$ cat config.mk
export PLATFORM = sky130hd
export DESIGN_NAME = mio_config_and_uart_status_mirror
export DESIGN_NICKNAME = d
export VERILOG_FILES = /design/src/mio_mirror_pkg.sv /design/src/mio_config_and_uart_status_mirror.sv
export SDC_FILE = /design/constraint.sdc
export NUM_CORES = 1
export LEC_CHECK = 0
export BUFFER_PORTS_ARGS = -buffer_cell sky130_fd_sc_hd__buf_2
export CORE_MARGIN = 2
export CORE_UTILIZATION = 46
export DETAILED_ROUTE_END_ITERATION = 10
export MAX_ROUTING_LAYER = met4
export PLACE_DENSITY = 0.83
export SYNTH_ARGS = -nofsm -noshare
export SYNTH_HDL_FRONTEND = slang
export SYNTH_SLANG_ARGS = --single-unit
$ cat constraint.sdc
create_clock -name clk -period 2 [get_ports clk]
set_input_delay 0.3 -clock clk [delete_from_list [all_inputs] [get_ports clk]]
set_output_delay 0.3 -clock clk [all_outputs]
set_load 0.03 [all_outputs]
$ cat src/mio_mirror_pkg.sv
// constants and carriers for the multipurpose pin setup and uart status mirror
// assumes a pci target core that decodes local register dword accesses
package mio_mirror_pkg;

	////////////////////////////////////////////////////////////////////////////
	// register byte offsets
	localparam logic [7:0] pin_setup_off = 8'h04;
	localparam logic [7:0] fill_levels_off = 8'h08;
	localparam logic [7:0] irq_source_off = 8'h0c;

	////////////////////////////////////////////////////////////////////////////
	// multipurpose_pin_setup fields
	localparam int pin0_cfg_lsb = 0;
	localparam int pin1_cfg_lsb = 2;
	localparam int pin0_pme_bit = 4;
	localparam int pin1_pme_bit = 5;
	localparam int pin_setup_width = 6;
	localparam logic [5:0] pin_setup_rst = 6'h00;

	// pin mode codes
	localparam logic [1:0] mode_in_plain = 2'h0;
	localparam logic [1:0] mode_in_invert = 2'h1;
	localparam logic [1:0] mode_out_low = 2'h2;
	localparam logic [1:0] mode_out_high = 2'h3;

	////////////////////////////////////////////////////////////////////////////
	// uart_fill_levels_mirror fields
	localparam int rx0_lsb = 0;
	localparam int rx1_lsb = 8;
	localparam int tx0_lsb = 16;
	localparam int tx1_lsb = 24;
	localparam logic [7:0] level_rst = 8'h00;

	////////////////////////////////////////////////////////////////////////////
	// uart_irq_source_mirror fields
	localparam int isr0_lsb = 0;
	localparam int isr1_lsb = 6;
	localparam int good0_bit = 16;
	localparam int good1_bit = 17;
	localparam int good_all_bit = 31;
	localparam logic [5:0] isr_rst = 6'h01;
	localparam logic good_rst = 1'b1;

	// interrupt source codes that still count as good data
	localparam logic [5:0] isr_none = 6'h01;
	localparam logic [5:0] isr_rx_avail = 6'h04;
	localparam logic [5:0] isr_rx_timeout = 6'h0c;
	localparam logic [5:0] isr_tx_empty = 6'h02;

	// line status bits watched
	localparam int lsr_fifo_err_bit = 7;
	localparam int lsr_overrun_bit = 1;

	////////////////////////////////////////////////////////////////////////////
	// carriers
	typedef struct packed {
		logic [7:0] rx_fill_level;
		logic [7:0] tx_fill_level;
		logic [5:0] interrupt_source_code;
		logic [7:0] line_status_word;
	} uart_status_t;

	typedef struct packed {
		logic rd;
		logic wr;
		logic [7:0] addr;
		logic [3:0] be;
		logic [31:0] wdata;
	} reg_req_t;

endpackage

$ cat src/mio_config_and_uart_status_mirror.sv
// multipurpose pin setup, pme routing and uart status mirror registers
// assumes the pci target core presents one decoded access per cycle and
// that each uart presents its live levels, source code and line status
//
// Summary of operation
// - bits 1:0 set pin 0 mode
// - bits 3:2 set pin 1 mode
// - bit 4 lets pin 0 raise pme
// - bit 5 lets pin 1 raise pme
// - external routing picks the affected function
// - fill levels packed rx0 rx1 tx0 tx1
// - fill levels track uart counters continuously
// - source codes at 5:0, 11:6, reset 01h
// - good flags at bits 16 and 17
// - bit 31 is and of good flags
// - good needs benign source code
// - good needs line status bit 7 clear
// - good needs line status bit 1 clear
// - line status read clears bit 7 upstream
// - mirrors sit at consecutive offsets 08h-0ch
// - global bits 26/27 route pins to functions
module mio_config_and_uart_status_mirror (
	// clock and reset
	input wire logic clk,
	input wire logic rstn,
	// local register access from the pci target
	input mio_mirror_pkg::reg_req_t req,
	output logic [31:0] rdata,
	output logic rd_ack,
	output logic hit,
	// uart live status
	input mio_mirror_pkg::uart_status_t uart0,
	input mio_mirror_pkg::uart_status_t uart1,
	// function routing from global status bits 26 and 27
	input wire logic [1:0] pin_route_fn1,
	// multipurpose pins
	input wire logic [1:0] multipurpose_pins_in,
	output logic [1:0] multipurpose_pins_out,
	output logic [1:0] multipurpose_pins_oe,
	// internal pin state and pme requests per function
	output logic [1:0] pin_state,
	output logic pme_req_fn0,
	output logic pme_req_fn1
);
	import mio_mirror_pkg::*;

	logic [5:0] multipurpose_pin_setup;
	logic [7:0] rx_level0, rx_level1, tx_level0, tx_level1;
	logic [5:0] isr0, isr1;
	logic good0, good1, good_all;
	logic next_good0, next_good1;
	logic [1:0] next_pin_state;
	logic [1:0] pme_hit;
	logic [31:0] next_rdata;
	logic sel_setup, sel_fill, sel_irq;

	////////////////////////////////////////////////////////////////////////////
	// address decode; the global status word at 10h lives elsewhere
	assign sel_setup = req.addr == pin_setup_off;
	assign sel_fill = req.addr == fill_levels_off;
	assign sel_irq = req.addr == irq_source_off;

	////////////////////////////////////////////////////////////////////////////
	// pin setup register; only byte lane 0 carries writable bits
	always_ff @(posedge clk) begin
		if (!rstn) begin
			multipurpose_pin_setup <= pin_setup_rst;
		end else if (req.wr && sel_setup && req.be[0]) begin
			multipurpose_pin_setup <= req.wdata[pin_setup_width-1:0];
		end
	end

	////////////////////////////////////////////////////////////////////////////
	// pin drivers and internal pin state, one slice per pin
	generate
		for (genvar p = 0; p < 2; p++) begin : g_pin
			logic [1:0] mode;
			assign mode = multipurpose_pin_setup[2*p +: 2];
			// an output pin reads as zero so it cannot fake a wake-up
			always_comb begin
				case (mode)
					mode_in_plain: next_pin_state[p] = multipurpose_pins_in[p];
					mode_in_invert: next_pin_state[p] = ~multipurpose_pins_in[p];
					default: next_pin_state[p] = 1'b0;
				endcase
			end
			always_ff @(posedge clk) begin
				if (!rstn) begin
					multipurpose_pins_oe[p] <= 1'b0;
					multipurpose_pins_out[p] <= 1'b0;
					pin_state[p] <= 1'b0;
				end else begin
					multipurpose_pins_oe[p] <= mode[1];
					multipurpose_pins_out[p] <= mode == mode_out_high;
					pin_state[p] <= next_pin_state[p];
				end
			end
			// pme only when this pin's enable bit is set
			assign pme_hit[p] = next_pin_state[p] & multipurpose_pin_setup[pin0_pme_bit+p];
		end
	endgenerate

	////////////////////////////////////////////////////////////////////////////
	// pme routing; the function choice comes from the global register bits
	always_ff @(posedge clk) begin
		if (!rstn) begin
			pme_req_fn0 <= 1'b0;
			pme_req_fn1 <= 1'b0;
		end else begin
			pme_req_fn0 <= |(pme_hit & ~pin_route_fn1);
			pme_req_fn1 <= |(pme_hit & pin_route_fn1);
		end
	end

	////////////////////////////////////////////////////////////////////////////
	// good-data evaluation from live uart status
	function automatic logic good_data(input uart_status_t u);
		logic benign;
		benign = u.interrupt_source_code == isr_none ||
			u.interrupt_source_code == isr_rx_avail ||
			u.interrupt_source_code == isr_rx_timeout ||
			u.interrupt_source_code == isr_tx_empty;
		return benign && !u.line_status_word[lsr_fifo_err_bit] &&
			!u.line_status_word[lsr_overrun_bit];
	endfunction

	// re-evaluated every cycle so a line status read upstream shows in the good flags at the next edge
	assign next_good0 = good_data(uart0);
	assign next_good1 = good_data(uart1);

	////////////////////////////////////////////////////////////////////////////
	// fill level shadows, refreshed every cycle
	always_ff @(posedge clk) begin
		if (!rstn) begin
			rx_level0 <= level_rst;
			rx_level1 <= level_rst;
			tx_level0 <= level_rst;
			tx_level1 <= level_rst;
		end else begin
			rx_level0 <= uart0.rx_fill_level;
			rx_level1 <= uart1.rx_fill_level;
			tx_level0 <= uart0.tx_fill_level;
			tx_level1 <= uart1.tx_fill_level;
		end
	end

	////////////////////////////////////////////////////////////////////////////
	// source code and good-data shadows; the and is taken from the same
	// samples so bit 31 never disagrees with bits 16 and 17
	always_ff @(posedge clk) begin
		if (!rstn) begin
			isr0 <= isr_rst;
			isr1 <= isr_rst;
			good0 <= good_rst;
			good1 <= good_rst;
			good_all <= good_rst;
		end else begin
			isr0 <= uart0.interrupt_source_code;
			isr1 <= uart1.interrupt_source_code;
			good0 <= next_good0;
			good1 <= next_good1;
			good_all <= next_good0 & next_good1;
		end
	end

	////////////////////////////////////////////////////////////////////////////
	// read mux; reserved bits and unmapped offsets read zero
	always_comb begin
		next_rdata = 32'h0000_0000;
		if (sel_setup) begin
			next_rdata[pin_setup_width-1:0] = multipurpose_pin_setup;
		end else if (sel_fill) begin
			next_rdata[rx0_lsb +: 8] = rx_level0;
			next_rdata[rx1_lsb +: 8] = rx_level1;
			next_rdata[tx0_lsb +: 8] = tx_level0;
			next_rdata[tx1_lsb +: 8] = tx_level1;
		end else if (sel_irq) begin
			next_rdata[isr0_lsb +: 6] = isr0;
			next_rdata[isr1_lsb +: 6] = isr1;
			next_rdata[good0_bit] = good0;
			next_rdata[good1_bit] = good1;
			next_rdata[good_all_bit] = good_all;
		end
	end

	// read answer one cycle after the request; rdata holds until the next read
	always_ff @(posedge clk) begin
		if (!rstn) begin
			rdata <= 32'h0000_0000;
			rd_ack <= 1'b0;
			hit <= 1'b0;
		end else begin
			rd_ack <= req.rd;
			hit <= (req.rd || req.wr) && (sel_setup || sel_fill || sel_irq);
			if (req.rd) begin
				rdata <= next_rdata;
			end
		end
	end
endmodule

* Yosys cells after proc, flatten, opt, wreduce, memory -nomap -nowiden
Index checks and enable logic that the tools add are counted.
Word-level totals: bits in registers 95, bits of input ports 112, output and inout port bits 42
Operators by class: eq/ne operators 15, mux-type cells 12, bitwise logic cells 8, reductions and logical operators 24
Operator list (count):
- 2-to-1 mux 26 bit | 1
- 2-to-1 mux 12 bit | 2
- equality test 8 x 4 -> 1 bit, second input constant | 2
- 2-to-1 mux 13 bit | 1
- equality test 6 x 1 -> 1 bit, second input constant | 2
- equality test 6 x 2 -> 1 bit, second input constant | 2
- equality test 6 x 3 -> 1 bit, second input constant | 2
- equality test 6 x 4 -> 1 bit, second input constant | 2
- logical OR 1 bit | 9
- equality test 8 x 3 -> 1 bit, second input constant | 1
- logical AND 1 bit | 7
- 2-to-1 mux 6 bit | 1
- AND 2 bit | 2
- equality test 2 x 1 -> 1 bit, second input constant | 2
- equality test 2 bit, second input constant | 2
- zero test 1 bit | 4
- zero test 2 bit | 2
- 2-to-1 mux 2 bit | 2
- 2-to-1 mux 4 bit | 1
- case mux 1 bit (2 select lines) | 2
- OR reduction 2 bit | 2
- AND 1 bit | 3
- 2-to-1 mux 1 bit | 2
- NOT 1 bit | 2
- NOT 2 bit | 1

* Logic depth before layout (Yosys ltp)
Gate-level depths: netlist of run 1.
word-level depth 7, mapped depth 6, gate-level depth less buffers 4

* Least setup slack after synthesis of run 1
OpenSTA, ideal clock, no wires.
kind input -> register, from input port req[43] (netlist bit), to register multipurpose_pin_setup[1], arrival 1.659 ns, path slack 0.225 ns, cell stages on the path 5, buffers on the path 1, cell sequence or4_4 -> or4_4 -> buf_6 -> mux2i_1 -> nor2b_1
Between the ends: longest elaborated chain between the ends 3
RTL lines:
- start: declaration | RTL line mio_config_and_uart_status_mirror.sv:27 | input mio_mirror_pkg::reg_req_t req,
- equality test 8 x 3 -> 1 bit | RTL line mio_config_and_uart_status_mirror.sv:59 | assign sel_setup = req.addr == pin_setup_off;
- logical AND 1 bit (2 in series) | RTL line mio_config_and_uart_status_mirror.sv:68 | end else if (req.wr && sel_setup && req.be[0]) begin
- end signal: assignment | RTL line mio_config_and_uart_status_mirror.sv:67 | multipurpose_pin_setup <= pin_setup_rst;
- end signal: assignment | RTL line mio_config_and_uart_status_mirror.sv:69 | multipurpose_pin_setup <= req.wdata[pin_setup_width-1:0];
- end: declaration | RTL line mio_config_and_uart_status_mirror.sv:47 | logic [5:0] multipurpose_pin_setup;
No other way between the ends. A chain may end at the register's enable or synchronous reset.

* Worst setup path after layout of run 1
from input port req[43] (netlist bit), to register multipurpose_pin_setup[0]
Same word-level chain as after synthesis.

==> impl_results.md, run 1 <==
- Final core utilization: 59.2%
- Via count: 2573
- Actual slew at the worst max-slew pin: 0.563 ns
- CTS Buf Count: 9
- Peak VDD IR: 0.000464 V
- Synth area leaders: dfxtp_1, and2_1, mux2i_1, o2bb2ai_1, a21boi_2
- Status: complete, no violations
- Chip width: 90.3 um
- Vias per inst: 4.87
- Post-DP HPWL: 4980 um
- Finished Layout Cells: 528
- Largest net degree at the start of global routing: 47
- Syn Area/Cell: 11.0 um2
- Post-CTS sizing: 0
- CTS root buf: clkbuf_8
- Worst path arrival time: 1.82 ns
- Placed cell areas: 4080 um2
- CTS Sinks: 95
- TritonCTS clock tree: built
- Die Height: 90.3 um
- Diode count: 0
- Relative slew slack: 62.3%
- Top cells by count, synth: dfxtp_1, and2_1, nand2_1
- Crit. End Element: flop
- Number of cell rows: 31
- Drt first pass iters: 4
- Register bit total from synthesis: 95
- CTS clk-pin slew, worst paths: 0.09 ns
- H-tree levels: 3
- Synth Net Count: 424
- Core area: 7210 um2
- Cell area power density: 794 nW/um2
- I/O pins: 154
- DIE AREA: 8150 um2
- CP max FO: 6
- Starting Density: 47.5%
- Part of the cycle the worst path needs: 79.2%
- RSZ-0062 raised after global routing: no
- Tmin final: 1.58 ns
- DRC: 0
- Antenna viol nets, final: 0
- Post-Syn Area: 3420 um2
- Vias in the first global route: 2508
- Hold Violations, Final: 0
- Top-count cell post-synth: dfxtp_1
- I/O Buffers: 112
- Number of synthesized flops with an enable pin: 0
- Max clock buf depth: 2
- Area growth from synthesis to layout: 24.7%
- Lkg Pwr: 1.88 nW
- Async S/R FF share, synth: 0%
- Grt ovf: 0
- Post-placement cell count: 512
- Gpl congestion: 0.860
- Critical Path Start Type: input pin
- Worst clock skew: 0.00988 ns
- Global-route wire length before repair: 11600 um
- Final Setup Violations: 0
- Synthesis Warnings: 0
- Sequential fraction of the synthesis area: 55.5%
- Synth Instances: 312
- Share of cells above drive strength 1: 38.0%
- Unique masters post-synth: 32
- Hold Path Class: input pin to flop
- Post-Route WL: 7020 um
- Total Power: 3.39 mW
- Setup CP Type: input pin to flop
- Initial drt markers: 115
- Antenna violations before repair: 0
- Number of max-cap violations: 0
- Max Clock Freq: 631 MHz
- Nets: 536
- Final instance area: 4270 um2
- Synth area leader: dfxtp_1
- Setup Buffers After CTS: 0
- WP data required: 2.23 ns
- Top cell type's share of synthesized area: 55.5%
- Drt wl/cell: 13.3 um
- Worst skew pair latency: 0.34 ns
- Total negative slack: 0 ns
- Total track usage: 18.1%
- Hold buffer count at cts: 0
- Main synth FF type: dfxtp_1
- Slew Viols, Final: 0
[cells by family after synthesis]
group | share of synthesized area, %
buffers and inverters | 2.63
and+or+nand+nor | 23.7
muxes | 6.36
DFF | 55.5
xor gates and xnor gates | 0.512
AOI/OAI and AO/OA | 11.3
[metrics by stage]
stage               hold slack, ns  setup WS [ns]
floorplan                    0.378          0.225
global placement             0.423          0.104
detailed placement           0.430         0.0784
CTS                          0.138          0.424
global route                 0.137          0.379
finish                       0.156          0.416
[report_power, final]
part	internal (mW)	switching, mW
clock	0.579	0.625
combinational	0.118	0.109
sequential	1.94	0.0151
[layer usage]
layer | track usage [%] | part of all wire (%) | up-vias | wire length, um
met4 | 8.21 | 2.1 | 0 | 145
met1 | 22.4 | 44 | 1195 | 3110
met3 | 3.42 | 4.9 | 14 | 344
li1 | - | - | 1280 | -
met2 | 29.0 | 49 | 84 | 3420
met5 | - | 0 | - | 0
[cells in the final DEF, fill, tap and decap left out, types with 2 or more instances in the layout]
master | netlist | final
clkbuf_1 | 14 | 2
buf_2 | 0 | 112
a21boi_1 | 6 | 6
a21boi_0 | 2 | 2
nor2b_1 | 6 | 6
a22oi_1 | 6 | 6
nor4_1 | 4 | 4
buf_4 | 0 | 5
mux2_2 | 6 | 6
and3_1 | 2 | 2
nor2_1 | 2 | 2
dfxtp_1 | 95 | 95
nand2b_1 | 2 | 2
or4_4 | 2 | 2
xnor2_1 | 2 | 2
nor4b_1 | 6 | 6
nand2_1 | 27 | 27
mux2i_1 | 15 | 15
and2_1 | 62 | 62
nor3b_1 | 2 | 2
nand3_1 | 3 | 3
a21boi_2 | 10 | 10
clkbuf_8 | 0 | 9
o31ai_1 | 2 | 2
o2bb2ai_1 | 15 | 15
nand2_2 | 10 | 10
clkinvlp_4 | 0 | 2
[critical path, stage by stage]
cell	delay, ns
buf_2	0.10
or4_4	0.57
or4_4	0.58
mux2i_1	0.20
nor2b_1	0.07
[registers in the layout, summed over array words and instances, names as in the netlist]
register and cells:
good_all 1, rx_level0 8, pme_req_fn1 1, isr1 6, hit 1, isr0 6
good0 1, rdata 32, rx_level1 8, multipurpose_pins_oe 2, rd_ack 1, multipurpose_pin_setup 6
tx_level1 8, good1 1, tx_level0 8, pme_req_fn0 1, multipurpose_pins_out 2, pin_state 2
[cell type report]
type | count | area [um2]
fill | 643 | 2940
sequential | 95 | 1900
multi-input combinational | 199 | 1430
timing repair buffer | 118 | 618
clock buffer | 11 | 131
tap | 99 | 124
clock inverter | 5 | 58.8
inverter | 1 | 3.75
[final timing paths]
path / from / to / slack (ns) / cells past startpoint
setup / recovery: req[43] / multipurpose_pin_setup[0] / 0.42 / 5
hold reg to reg: tx_level0[7] / rdata[23] / 0.44 / 2
hold / removal: uart1[22] / rx_level1[0] / 0.16 / 2
setup reg to reg: isr0[4] / rdata[4] / 0.91 / 4
(Power assumes the default switching activity.)
==> run 2: changes to the inputs <==
==> constraint.sdc (replaced) <==
create_clock -name clk -period 1.5 [get_ports clk]
set_input_delay 0.225 -clock clk [delete_from_list [all_inputs] [get_ports clk]]
set_output_delay 0.225 -clock clk [all_outputs]
set_load 0.03 [all_outputs]
==> run 2 against run 1 <==
  * Total power rose by 35%
  * Cell count grew 1.3%
  * Register-to-register slack got worse by 0.48 ns
  * Die area unchanged
  * Worst hold slack got worse by 0.084 ns
  * Critical path type unchanged
==> impl_results.md, run 2 (synthesis gave the netlist of run 1 again) <==
- Setup Buffers After CTS: 0 (unchanged)
- Max reg flops: 32 (unchanged)
- CTS Sinks: 95 (unchanged)
- Number of cell rows: 31 (unchanged)
- Chip width: 90.3 um (unchanged)
- Relative slew slack: 76.1% (+14 points)
- Placed cell areas: 4150 um2 (+1.6%)
- Via count: 2563 (-0.39%)
- Post-CTS sizing: 0 (unchanged)
- Vias in the first global route: 2554 (+1.8%)
- Vias per inst: 4.79 (-1.7%)
- Worst skew pair latency: 0.35 ns (about the same)
- DIE AREA: 8150 um2 (unchanged)
- RSZ-0062 raised after global routing: no
- Area growth from synthesis to layout: 26.9%
- Critical Path Start Type: input pin
- Antenna violations before repair: 0 (unchanged)
- Hold Violations, Final: 0 (unchanged)
- DRC: 0 (unchanged)
- H-tree levels: 3 (unchanged)
- Reg with most FFs: rdata
- Cell area power density: 1050 nW/um2 (+33%)
- Status: complete, no violations
- Crit. End Element: flop
- Starting Density: 47.5% (unchanged)
- I/O pins: 154 (unchanged)
- Diode count: 0 (unchanged)
- CP max FO: 6 (unchanged)
- Crit-path slowest cell: or4_4
- Part of the cycle the worst path needs: 97.2%
- Final core utilization: 60.2% (+1.0 points)
- Share of cells above drive strength 1: 39.2% (+1.2 points)
- Commonest non-fill, non-tap cells in the layout: buf_2, dfxtp_1, and2_1, nand2_1
- Number of max-cap violations: 0 (unchanged)
- Crit path buf inv count: 1 (unchanged)
- Final worst slack: 0.0421 ns (-0.374 ns)
- I/O Buffers: 112 (unchanged)
- Final instance area: 4340 um2 (+1.7%)
- Cell Chain, Critical Path: buf_2 > or4_4 > or4_4 > mux2i_1 > nor2b_1
- CTS Buf Count: 9 (unchanged)
- Commonest non-fill, non-tap cell in the layout: buf_2
- Antenna viol nets, final: 0 (unchanged)
- CTS root buf: clkbuf_8
- Worst path arrival time: 1.69 ns (-0.13 ns)
- Core area: 7210 um2 (unchanged)
- Actual slew at the worst max-slew pin: 0.359 ns (-0.204 ns)
- Largest net degree at the start of global routing: 53 (+13%)
- Critical Path Max Stage Delay: 0.57 ns (about the same)
- Hold Path Class: input pin to flop
- Drt wl/cell: 12.8 um (-3.9%)
- Worst clock skew: 0.0105 ns (+0.000588 ns)
- Post-Route WL: 6840 um (-2.7%)
- Initial drt markers: 65 (-43%)
- CTS clk-pin slew, worst paths: 0.09 ns (about the same)
- TritonCTS clock tree: built
- Total track usage: 17.8% (-0.28 points)
- Drt first pass iters: 4 (unchanged)
- Gpl congestion: 0.786 (-8.5%)
- Max clock buf depth: 2 (unchanged)
- WP data required: 1.74 ns (-0.49 ns)
- Worst slack, placed: -0.317 ns (-0.395 ns)
- Post-DP HPWL: 5040 um (+1.2%)
- CP delay by family, top: simple AND/OR/NAND/NOR gates
- Global-route wire length before repair: 11400 um (-1.9%)
- Peak VDD IR: 0.000480 V (+3.6%)
- Slew Viols, Final: 0 (unchanged)
- CP most frequent cell: or4_4
- Final Setup Violations: 0 (unchanged)
- Die Height: 90.3 um (unchanged)
- Nets: 543 (+1.3%)
- Grt ovf: 0 (unchanged)
- Lkg Pwr: 1.94 nW (+2.8%)
- Hold slack: 0.0725 ns (-0.0835 ns)
- Hold buffer count at cts: 0 (unchanged)
- Tmin final: 1.46 ns
- Setup CP Type: input pin to flop
- Max Clock Freq: 686 MHz
==> run 2: cell count changes in the layout (fill, tap and decap cells not counted), sizes merged <==
cell,previous run,this run
buf,118,125
clkinv,3,5
clkinvlp,2,0
==> run 2: cell type report <==
type	instances	area (um2)
Sequential cell	95	1900
Tap cell	99	124
Clock inverter	5	57.6
Inverter	1	3.75
Clock buffer	11	141
Timing Repair Buffer	125	683
Multi-Input combinational cell	199	1430
Fill cell	602	2870
==> run 2: metal layers <==
metal | GRT usage [%] | part of all wire (%) | vias to the layer above
li1 | - | - | 1300
met1 | 21.5 | 45 | 1178
met2 | 29.1 | 48 | 71
met3 | 3.26 | 4.6 | 14
met4 | 8.46 | 2.6 | 0
met5 | - | 0 | -
==> run 2: worst paths after layout <==
| kind | slack, ns | depth (start not counted) | end | start |
|---|---|---|---|---|
| worst max-delay path | 0.04 | 5 | multipurpose_pin_setup[5] | req[43] |
| worst min-delay path | 0.07 | 2 | rx_level1[0] | uart1[22] |
| worst max register to register | 0.43 | 4 | rdata[2] | rx_level0[2] |
| worst min register to register | 0.44 | 2 | rdata[28] | tx_level1[4] |
==> run 2: power breakdown <==
group	total, mW	switching (mW)	internal [mW]
clock	1.64	0.826	0.817
combinational	0.318	0.150	0.168
sequential	2.61	0.0202	2.59
total	4.57	0.996	3.58
==> run 2: worst register-to-register path: cells and delay by family, from the launching register on <==
family	cells	cell delay (ns)
AOI/OAI and AO/OA	2	0.21
DFF	1	0.31
muxes	1	0.28
and+or+nand+nor	1	0.16
==> run 2: stage by stage <==
| step | setup TNS [ns] | power [mW] | instances |
|---|---|---|---|
| 2_1_floorplan | -1.93 | 2.83 | 312 |
| 3_3_place_gp | -5.22 | 2.98 | 519 |
| 3_5_place_dp | -5.92 | 2.99 | 519 |
| 4_1_cts | 0 | 4.63 | 535 |
| 5_1_grt | 0 | 4.78 | 535 |
| 6_report | 0 | 4.57 | 535 |
